`config.mk`:
```
export PLATFORM = sky130hd
export DESIGN_NAME = touch_key_scan_controller
export DESIGN_NICKNAME = d
export VERILOG_FILES = /design/src/rtl/touch_pkg.sv /design/src/rtl/touch_count_engine.sv /design/src/rtl/touch_key_scan_controller.sv
export SDC_FILE = /design/constraint.sdc
export NUM_CORES = 1
export LEC_CHECK = 0
export BUFFER_PORTS_ARGS = -buffer_cell sky130_fd_sc_hd__buf_2
export CORE_AREA = 3 3 279 281
export DETAILED_ROUTE_END_ITERATION = 10
export DIE_AREA = 0 0 282 284
export PLACE_DENSITY = 0.63
export SYNTH_ARGS = -nofsm -noshare
export SYNTH_HDL_FRONTEND = slang
export SYNTH_SLANG_ARGS = --single-unit
```
`constraint.sdc`:
```
create_clock -name clk_i -period 4.05 [get_ports clk_i]
set_input_delay 0.81 -clock clk_i [delete_from_list [all_inputs] [get_ports clk_i]]
set_output_delay 0.81 -clock clk_i [all_outputs]
set_load 0.02 [all_outputs]
```
`src/rtl/touch_pkg.sv`:
```
// constants, register map and types of the touch key scan controller
// assumes a 250 MHz system clock and a 32-bit classic Wishbone register bus
`default_nettype none

package touch_pkg;
    // ****************************************
    // sizes
    // ****************************************
    localparam int          PIN_COUNT      = 20;
    localparam int          CHAN_W         = 5;
    localparam int          COUNT_W        = 14;
    localparam int          TRIM_W         = 7;
    localparam int          TRIM_COUNT     = 24;
    localparam int          SLOT_COUNT     = 32;
    localparam int          WIN_W          = 3;
    localparam int          ENG_W          = 10;
    localparam logic [4:0]  CAP_CHANNEL    = 5'h17;
    localparam logic [1:0]  PIN_MODE_TOUCH = 2'h3;
    localparam logic [23:0] MASK_VALID     = 24'h8F_FFFF;

    // ****************************************
    // register byte offsets
    // ****************************************
    localparam logic [11:0] CTRL_OFS       = 12'h000;
    localparam logic [11:0] FIRST_OFS      = 12'h004;
    localparam logic [11:0] FSEL_LOW_OFS   = 12'h008;
    localparam logic [11:0] FSEL_MID_OFS   = 12'h00C;
    localparam logic [11:0] FSEL_HIGH_OFS  = 12'h010;
    localparam logic [11:0] MASK_OFS       = 12'h014;
    localparam logic [3:0]  TRIM_REGION    = 4'h1;
    localparam logic [3:0]  RESULT_REGION  = 4'h2;

    // ****************************************
    // control fields and reset values
    // ****************************************
    localparam int          PD_BIT         = 0;
    localparam int          START_BIT      = 1;
    localparam int          DONE_BIT       = 2;
    localparam int          RERUN_BIT      = 3;
    localparam int          HOP_BIT        = 4;
    localparam int          WIN_LSB        = 5;
    localparam int          MODE_LSB       = 8;
    localparam logic        PD_RESET       = 1'b1;
    localparam logic [2:0]  WIN_RESET      = 3'h3;
    localparam logic [4:0]  FIRST_RESET    = 5'h00;
    localparam logic [3:0]  LFSR_SEED      = 4'h1;

    // ****************************************
    // timing
    // ****************************************
    localparam int CLK_PERIOD_PS      = 4000;
    localparam int WINDOW_UNIT_NS     = 256;
    localparam int WINDOW_UNIT_CYCLES =
        (WINDOW_UNIT_NS * 1000 + CLK_PERIOD_PS - 1) / CLK_PERIOD_PS;

    typedef enum logic [2:0] {
        ST_IDLE  = 3'b001,
        ST_CONV  = 3'b010,
        ST_STORE = 3'b100
    } scan_state_e;

    function automatic logic [5:0] max_channels(input logic [1:0] mode);
        max_channels = (mode == 2'h0) ? 6'd21 : (6'd32 >> mode);
    endfunction
endpackage

`default_nettype wire

```
`src/rtl/touch_count_engine.sv`:
```
// counts sense oscillator edges over a measurement window
// assumes sense_i is synchronous to clk_i and the window is never zero
`default_nettype none

module touch_count_engine
    import touch_pkg::*;
#(
    parameter int CNT_W  = COUNT_W,
    parameter int TIME_W = ENG_W
) (
    // clock and reset
    input  wire logic              clk_i,
    input  wire logic              rst_n_i,
    // control
    input  wire logic              start_i,
    input  wire logic [TIME_W-1:0] window_i,
    input  wire logic              sense_i,
    // result
    output logic                   busy_o,
    output logic                   done_o,
    output logic [CNT_W-1:0]       count_o
);
    logic [TIME_W-1:0] remain;
    logic [TIME_W-1:0] next_remain;
    logic              prev;
    logic              next_busy;
    logic              next_done;
    logic [CNT_W-1:0]  next_count;

    always_comb begin
        next_remain = remain;
        next_busy   = busy_o;
        next_done   = 1'b0;
        next_count  = count_o;
        if (start_i) begin
            next_busy   = 1'b1;
            next_remain = window_i;
            next_count  = '0;
        end else if (busy_o) begin
            if (sense_i && !prev && count_o != '1) begin
                next_count = count_o + 1'b1;
            end
            next_remain = remain - 1'b1;
            if (remain == TIME_W'(1)) begin
                next_busy = 1'b0;
                next_done = 1'b1;
            end
        end
    end

    always_ff @(posedge clk_i or negedge rst_n_i) begin
        if (!rst_n_i) begin
            remain  <= '0;
            prev    <= 1'b0;
            busy_o  <= 1'b0;
            done_o  <= 1'b0;
            count_o <= '0;
        end else begin
            remain  <= next_remain;
            prev    <= sense_i;
            busy_o  <= next_busy;
            done_o  <= next_done;
            count_o <= next_count;
        end
    end
endmodule

`default_nettype wire

```
`src/rtl/touch_key_scan_controller.sv`:
```
// touch key scan controller: registers, pin assignment, scan sequencer
// assumes a classic Wishbone master and synchronous sense oscillator input
//
// The register addresses and register access over Wishbone were chosen for this implementation.
`default_nettype none

module touch_key_scan_controller
    import touch_pkg::*;
#(
    parameter int UNIT_CYCLES = WINDOW_UNIT_CYCLES
) (
    // clock and reset
    input  wire logic                  clk_i,
    input  wire logic                  rst_n_i,
    // wishbone slave
    input  wire logic                  wb_cyc_i,
    input  wire logic                  wb_stb_i,
    input  wire logic                  wb_we_i,
    input  wire logic [11:0]           wb_adr_i,
    input  wire logic [3:0]            wb_sel_i,
    input  wire logic [31:0]           wb_dat_i,
    output logic [31:0]                wb_dat_o,
    output logic                       wb_ack_o,
    // pins
    input  wire logic [2*PIN_COUNT-1:0] port_pin_mode_i,
    input  wire logic                  sense_i,
    output logic [PIN_COUNT-1:0]       touch_channel_en_o,
    output logic [CHAN_W-1:0]          sense_channel_o,
    output logic [TRIM_W-1:0]          sense_trim_o,
    output logic                       sense_active_o,
    output logic [1:0]                 sense_clk_div_o
);
    // ****************************************
    // state
    // ****************************************
    logic               pd, rerun, hop, start, done, scanning;
    logic [WIN_W-1:0]   win;
    logic [1:0]         mode;
    logic [4:0]         first_ch, order;
    logic [23:0]        fsel, mask;
    logic [TRIM_W-1:0]  trim [TRIM_COUNT];
    logic [COUNT_W-1:0] results [SLOT_COUNT];
    logic [5:0]         shadow;
    logic [2:0]         rep;
    logic [3:0]         lfsr;
    logic               launch;
    scan_state_e        state;

    logic               next_pd, next_rerun, next_hop, next_start, next_done;
    logic               next_scanning, next_ack, next_launch, next_active;
    logic [WIN_W-1:0]   next_win;
    logic [1:0]         next_mode, next_div;
    logic [4:0]         next_first, next_order, next_cur;
    logic [23:0]        next_fsel, next_mask;
    logic [TRIM_W-1:0]  next_trim [TRIM_COUNT];
    logic [COUNT_W-1:0] next_results [SLOT_COUNT];
    logic [5:0]         next_shadow;
    logic [2:0]         next_rep;
    logic [3:0]         next_lfsr;
    logic [31:0]        next_dat, rd_word, wd;
    logic [PIN_COUNT-1:0] next_en;
    logic [TRIM_W-1:0]  next_trim_out;
    scan_state_e        next_state;

    logic               access, wr, wr_start, wr_stop, trim_hit, finishing;
    logic [4:0]         trim_idx, slot;
    logic [5:0]         nxt;
    logic [3:0]         reps;
    logic [ENG_W-1:0]   win_cycles;
    logic               eng_done;
    logic [COUNT_W-1:0] eng_count;

    function automatic logic [31:0] merge(input logic [31:0] old, input logic [31:0] nw,
                                          input logic [3:0] sel);
        for (int b = 0; b < 4; b++) begin
            merge[8*b+:8] = sel[b] ? nw[8*b+:8] : old[8*b+:8];
        end
    endfunction

    function automatic logic [5:0] next_set(input logic [23:0] m, input logic [4:0] cur);
        next_set = 6'h00;
        for (int i = 23; i >= 0; i--) begin
            if (m[i] && 5'(i) > cur) begin
                next_set = {1'b1, 5'(i)};
            end
        end
    endfunction

    function automatic logic [4:0] slot_of(input logic scan, input logic [1:0] md,
                                           input logic [4:0] ch, input logic [4:0] ord,
                                           input logic [2:0] rp);
        if (!scan || md == 2'h0) begin
            slot_of = ch;
        end else begin
            slot_of = 5'((ord << md) | 5'(rp));
        end
    endfunction

    // ****************************************
    // measurement engine
    // ****************************************
    assign win_cycles = ENG_W'((ENG_W'(win) + 1'b1) * UNIT_CYCLES);

    touch_count_engine #(
        .CNT_W  (COUNT_W),
        .TIME_W (ENG_W)
    ) engine (
        .clk_i    (clk_i),
        .rst_n_i  (rst_n_i),
        .start_i  (launch),
        .window_i (win_cycles),
        .sense_i  (sense_i),
        .busy_o   (),
        .done_o   (eng_done),
        .count_o  (eng_count)
    );

    // ****************************************
    // register bus
    // ****************************************
    assign trim_idx = wb_adr_i[6:2];
    assign trim_hit = wb_adr_i[11:8] == TRIM_REGION && !wb_adr_i[7] && trim_idx < 5'd24;

    always_comb begin
        rd_word = 32'h0000_0000;
        case (wb_adr_i)
            CTRL_OFS:      rd_word = {22'h0, mode, win, hop, rerun, done, start, pd};
            FIRST_OFS:     rd_word = {27'h0, first_ch};
            FSEL_LOW_OFS:  rd_word = {24'h0, fsel[7:0]};
            FSEL_MID_OFS:  rd_word = {24'h0, fsel[15:8]};
            FSEL_HIGH_OFS: rd_word = {24'h0, fsel[23:16]};
            MASK_OFS:      rd_word = {8'h0, mask};
            default: begin
                if (trim_hit) begin
                    rd_word = {25'h0, trim[trim_idx]};
                end else if (wb_adr_i[11:8] == RESULT_REGION) begin
                    rd_word = wb_adr_i[2] ? {26'h0, shadow}
                                          : {24'h0, results[wb_adr_i[7:3]][7:0]};
                end
            end
        endcase
    end

    always_comb begin
        access        = wb_cyc_i && wb_stb_i && wb_ack_o;
        wr            = access && wb_we_i;
        wd            = merge(rd_word, wb_dat_i, wb_sel_i);
        next_ack      = wb_cyc_i && wb_stb_i && !wb_ack_o;
        next_dat      = next_ack ? rd_word : 32'h0000_0000;
        next_pd       = pd;
        next_rerun    = rerun;
        next_hop      = hop;
        next_win      = win;
        next_mode     = mode;
        next_first    = first_ch;
        next_fsel     = fsel;
        next_mask     = mask;
        next_trim     = trim;
        next_shadow   = shadow;
        wr_start      = 1'b0;
        wr_stop       = 1'b0;
        if (next_ack && !wb_we_i && wb_adr_i[11:8] == RESULT_REGION && !wb_adr_i[2]) begin
            next_shadow = results[wb_adr_i[7:3]][13:8];
        end
        if (wr) begin
            case (wb_adr_i)
                CTRL_OFS: begin
                    next_pd    = wd[PD_BIT];
                    next_rerun = wd[RERUN_BIT];
                    next_hop   = wd[HOP_BIT];
                    next_win   = wd[WIN_LSB+:WIN_W];
                    next_mode  = wd[MODE_LSB+:2];
                    wr_start   = wb_sel_i[0] && wb_dat_i[START_BIT];
                    wr_stop    = wb_sel_i[0] && !wb_dat_i[START_BIT];
                end
                FIRST_OFS:     next_first = wd[4:0];
                FSEL_LOW_OFS:  next_fsel[7:0] = wd[7:0];
                FSEL_MID_OFS:  next_fsel[15:8] = wd[7:0];
                FSEL_HIGH_OFS: next_fsel[23:16] = wd[7:0] & MASK_VALID[23:16];
                MASK_OFS:      next_mask = wd[23:0] & MASK_VALID;
                default: begin
                    if (trim_hit) begin
                        next_trim[trim_idx] = wd[TRIM_W-1:0];
                    end
                end
            endcase
        end
        for (int i = 0; i < PIN_COUNT; i++) begin
            next_en[i] = fsel[i] || port_pin_mode_i[2*i+:2] == PIN_MODE_TOUCH;
        end
        next_trim_out = trim[sense_channel_o];
    end

    always_ff @(posedge clk_i or negedge rst_n_i) begin
        if (!rst_n_i) begin
            wb_ack_o           <= 1'b0;
            wb_dat_o           <= 32'h0000_0000;
            pd                 <= PD_RESET;
            rerun              <= 1'b0;
            hop                <= 1'b0;
            win                <= WIN_RESET;
            mode               <= 2'h0;
            first_ch           <= FIRST_RESET;
            fsel               <= 24'h00_0000;
            mask               <= 24'h00_0000;
            trim               <= '{default: '0};
            shadow             <= 6'h00;
            touch_channel_en_o <= '0;
            sense_trim_o       <= '0;
        end else begin
            wb_ack_o           <= next_ack;
            wb_dat_o           <= next_dat;
            pd                 <= next_pd;
            rerun              <= next_rerun;
            hop                <= next_hop;
            win                <= next_win;
            mode               <= next_mode;
            first_ch           <= next_first;
            fsel               <= next_fsel;
            mask               <= next_mask;
            trim               <= next_trim;
            shadow             <= next_shadow;
            touch_channel_en_o <= next_en;
            sense_trim_o       <= next_trim_out;
        end
    end

    // ****************************************
    // scan sequencer
    // ****************************************
    assign reps      = 4'h1 << mode;
    assign slot      = slot_of(scanning, mode, sense_channel_o, order, rep);
    assign nxt       = next_set(mask, sense_channel_o);
    assign finishing = state == ST_STORE
                       && !(scanning && 4'(rep) + 1'b1 < reps)
                       && !(scanning && nxt[5] && 6'(order) + 1'b1 < max_channels(mode));

    always_comb begin
        next_state    = state;
        next_start    = start;
        next_done     = done;
        next_scanning = scanning;
        next_cur      = sense_channel_o;
        next_order    = order;
        next_rep      = rep;
        next_lfsr     = lfsr;
        next_results  = results;
        next_launch   = 1'b0;
        case (state)
            ST_IDLE: begin
                if (start && !pd) begin
                    next_cur      = first_ch;
                    next_order    = 5'h00;
                    next_rep      = 3'h0;
                    next_scanning = |mask;
                    next_done     = 1'b0;
                    next_launch   = 1'b1;
                    next_state    = ST_CONV;
                end
            end
            ST_CONV: begin
                if (pd) begin
                    next_start = 1'b0;
                    next_state = ST_IDLE;
                end else if (eng_done) begin
                    next_state = ST_STORE;
                end
            end
            ST_STORE: begin
                next_results[slot] = eng_count;
                if (scanning && 4'(rep) + 1'b1 < reps) begin
                    next_rep    = rep + 1'b1;
                    next_launch = 1'b1;
                    next_state  = ST_CONV;
                end else if (!finishing) begin
                    next_cur    = nxt[4:0];
                    next_order  = order + 1'b1;
                    next_rep    = 3'h0;
                    next_launch = 1'b1;
                    next_state  = ST_CONV;
                end else begin
                    next_done  = 1'b1;
                    next_start = rerun;
                    next_state = ST_IDLE;
                end
            end
            default: next_state = ST_IDLE;
        endcase
        if (next_launch && hop) begin
            next_lfsr = {lfsr[2:0], lfsr[3] ^ lfsr[2]};
        end
        if (wr_stop) begin
            next_start = 1'b0;
        end
        if (wr_start) begin
            next_start = 1'b1;
        end
        next_div    = hop ? next_lfsr[1:0] : 2'h0;
        next_active = next_state == ST_CONV;
    end

    always_ff @(posedge clk_i or negedge rst_n_i) begin
        if (!rst_n_i) begin
            state           <= ST_IDLE;
            start           <= 1'b0;
            done            <= 1'b0;
            scanning        <= 1'b0;
            sense_channel_o <= '0;
            order           <= 5'h00;
            rep             <= 3'h0;
            lfsr            <= LFSR_SEED;
            results         <= '{default: '0};
            launch          <= 1'b0;
            sense_active_o  <= 1'b0;
            sense_clk_div_o <= 2'h0;
        end else begin
            state           <= next_state;
            start           <= next_start;
            done            <= next_done;
            scanning        <= next_scanning;
            sense_channel_o <= next_cur;
            order           <= next_order;
            rep             <= next_rep;
            lfsr            <= next_lfsr;
            results         <= next_results;
            launch          <= next_launch;
            sense_active_o  <= next_active;
            sense_clk_div_o <= next_div;
        end
    end

    // ****************************************
    // checks
    // ****************************************
    logic [ENG_W:0] conv_len;

    always_ff @(posedge clk_i or negedge rst_n_i) begin
        if (!rst_n_i) begin
            conv_len <= '0;
        end else begin
            conv_len <= (state == ST_CONV) ? conv_len + 1'b1 : '0;
        end
    end
endmodule

`default_nettype wire

```
==> impl_metrics.yaml <==
logic_synthesis:
  synth.avg_cell_area_sq_um: 12.2
  synth_edf_count: 0
  synth_top_cell_area_share: 0.513
  ys_types: 82
  synth_compound_area_frac: 0.0872
  synth_warnings: 0
  synth_fa_ha_area_frac: 0.00530
  synth_area_leaders: "dfrtp_1 51%, mux2_2 14%, mux4_2 6.3%"
  synth_top_flop_cell: "dfrtp_1"
  seq_area_frac_synth: 0.517
  synth_xor_area_frac: 0.00510
  postSynthRegisterBits: 780
  synth_cells: 3097
  synth-simple-area-share: 0.0795
  async_flop_share: 1.00
  syn-cell-area_sq_um: 37800
  synth_mux_area_frac: 0.268
  synth_top_family_by_area: "multiplexers"
  yosysTopAreaCell: "dfrtp_1"
route:
  ant_nets: 0
  firstDrtPassIters: 6
  route.detailed.drc: 0
  num_vias: 26700
  first_iter_violations: 2066
  wirelength_um: 110000
  vias_per_cell: 6.20
  wl_per_cell_um: 25.6
critical_path:
  end_kind: "register"
  crit_fanout: 14
  critical_path_class: "register to register"
  crit_required_ps: 4560
  crit_arrival_ps: 3980
  critPathLaunchType: "register"
layout:
  fin_area_sq_um: 43000
  nets: 3375
  regArea_sq_um: 19500
  drive_above_1_share: 0.325
  nFillCells: 6201
  multi_input_area_sq_um: 16900
  syn_to_final_growth_pct: 13.7
  insertedDiodeCount: 0
  utilization: 0.567
  final_cell_mix: "773 x dfrtp_1, 485 x mux2_2, 331 x nor2_1"
  layout_commonest_cell: "dfrtp_1"
timing:
  rsz0062_at_grt: "no"
  fin_worst_skew_ps: 23.7
  fin_crit_sh: 0.858
  tightest_slew_ps: 1340
  setup_ws_ps: 574
  setup_violations: 0
  fin_crit_ps: 3480
  finalHoldViolations: 0
  max_clock_freq_mhz: 288
  fin_setup_tns_ps: 0
  relSlewSlack: 0.106
  maxSlewViolCount: 0
job:
  max_cap_viol_count: 0
grt:
  grt_pass1_wl_um: 169000
  grt_pass1_vias: 27200
  grt_max_degree: 113
  grt_usage: 0.276
  antenna_found_initial: 0
  globalRouteOverflowTotal: 0
pwr:
  power.leakage_nw: 20.8
  ir_worst_vdd_mv: 0.399
  cellPowerDensity_nw_per_um2: 431
  p_total_w: 0.0185
floorplanning:
  io_pins: 162
  core_region_area_sq_um: 75700
  initial_utilization: 0.499
  die_y_um: 284
  fp-row-count: 101
  dieArea_sq_um: 80100
  die_w_um: 282
clock_tree:
  cts_buffers: 84
  cts_resized: 0
  cts_hold_buf: 0
  cts.clk_slew.worst_paths_ps: 60
  clk_latency_ps: 650
  tritoncts: "yes"
  htreeDepth: 3
  clock_path_buffers: 3
  cts-root-buf: "clkbuf_16"
  cts_setup_buffers: 0
  cts_num_sinks: 780
placed_design:
  gp_congestion: 0.922
  port_buffers: 138
  post_dp_cell_area_sq_um: 40200
  dp_hpwl_um: 75100
  pre_cts_ws_ps: 159
min_path:
  worstHoldPathType: "input pin to asynchronous set/reset pin"
run_status:
  status: "finished clean"
-- per-layer routing --
layer | up-vias | wire (um) | track usage | part of all wire
met2 | 962 | 54100 | 0.461 | 0.49
li1 | 11600 | - | - | -
met3 | 181 | 6620 | 0.0406 | 0.060
met4 | 0 | 3250 | 0.0812 | 0.029
met5 | - | 0 | 0 | 0
met1 | 13900 | 46100 | 0.375 | 0.42
-- worst max-delay path: stages, from the launching register on --
cell      delay, ps
dfrtp_1         590
inv_1           170
ha_1            270
nand2b_1        350
mux2i_1         550
nand2_1         160
nor2_1          180
nand2_1         550
mux2_2          510
-- path summary, 6_finish.rpt --
kind                       startpoint                endpoint  slack, ps  cells after the start
setup / recovery              mode[0]            results[235]        570                      8
hold / removal                rst_n_i                mask[19]        160                      1
setup reg to reg              mode[0]            results[235]        570                      8
hold reg to reg              fsel[15]  touch_channel_en_o[15]        490                      2
max in group asynchronous     rst_n_i            results[367]       2700                      2
min in group clk_i            sense_i             engine.prev        300                      1
-- state kept, by name, indices dropped and copies added (netlist names), 6 cells and up --
signal,flops
trim,168
engine.remain,10
shadow,6
touch_channel_en_o,20
mask,21
engine.count_o,14
sense_trim_o,7
fsel,21
results,448
wb_dat_o,21
-- cell usage after synthesis (29+ instances only) --
cell type and count:
dfrtp_1 775, mux2_2 485, nor2_1 331, a21oi_1 248, mux2i_1 184, nand2_1 123, clkbuf_1 120, mux4_2 106
buf_2 79, o21ai_0 59, o22ai_1 55, nand3_1 41, buf_4 33, inv_1 30, and3_1 29
-- final cells by class --
class | instances | share of cell area
clock buffer | 133 | 0.0591
clock inverter | 17 | 0.00565
inverter | 30 | 0.00262
multi-input combinational | 2036 | 0.393
sequential | 780 | 0.455
tap | 978 | 0.0285
timing repair buffer | 333 | 0.0569
-- metrics by stage --
| step | instances | hold WS [ps] |
|---|---|---|
| 3_3_place_gp | 4157 | 465 |
| 2_1_floorplan | 3107 | 433 |
| 3_5_place_dp | 4157 | 476 |
| 6_report | 4307 | 160 |
| 5_1_grt | 4307 | 223 |
| 4_1_cts | 4307 | 225 |
-- power breakdown --
group / internal [W] / switching, W
Sequential: 0.00796 / 0.000185
Combinational: 0.000831 / 0.00179
Clock: 0.00461 / 0.00313
Total: 0.0134 / 0.00511
-- cells by family after synthesis --
kind of cell | Yosys count
flip-flops | 780
XOR/XNOR | 22
buffers and inverters | 291
adder cells (fa/ha/maj) | 16
other | 1
AO/OA/AOI/OAI | 538
multiplexers | 791
AND/OR/NAND/NOR | 658
Note: power is estimated with default switching activity, not from simulation.
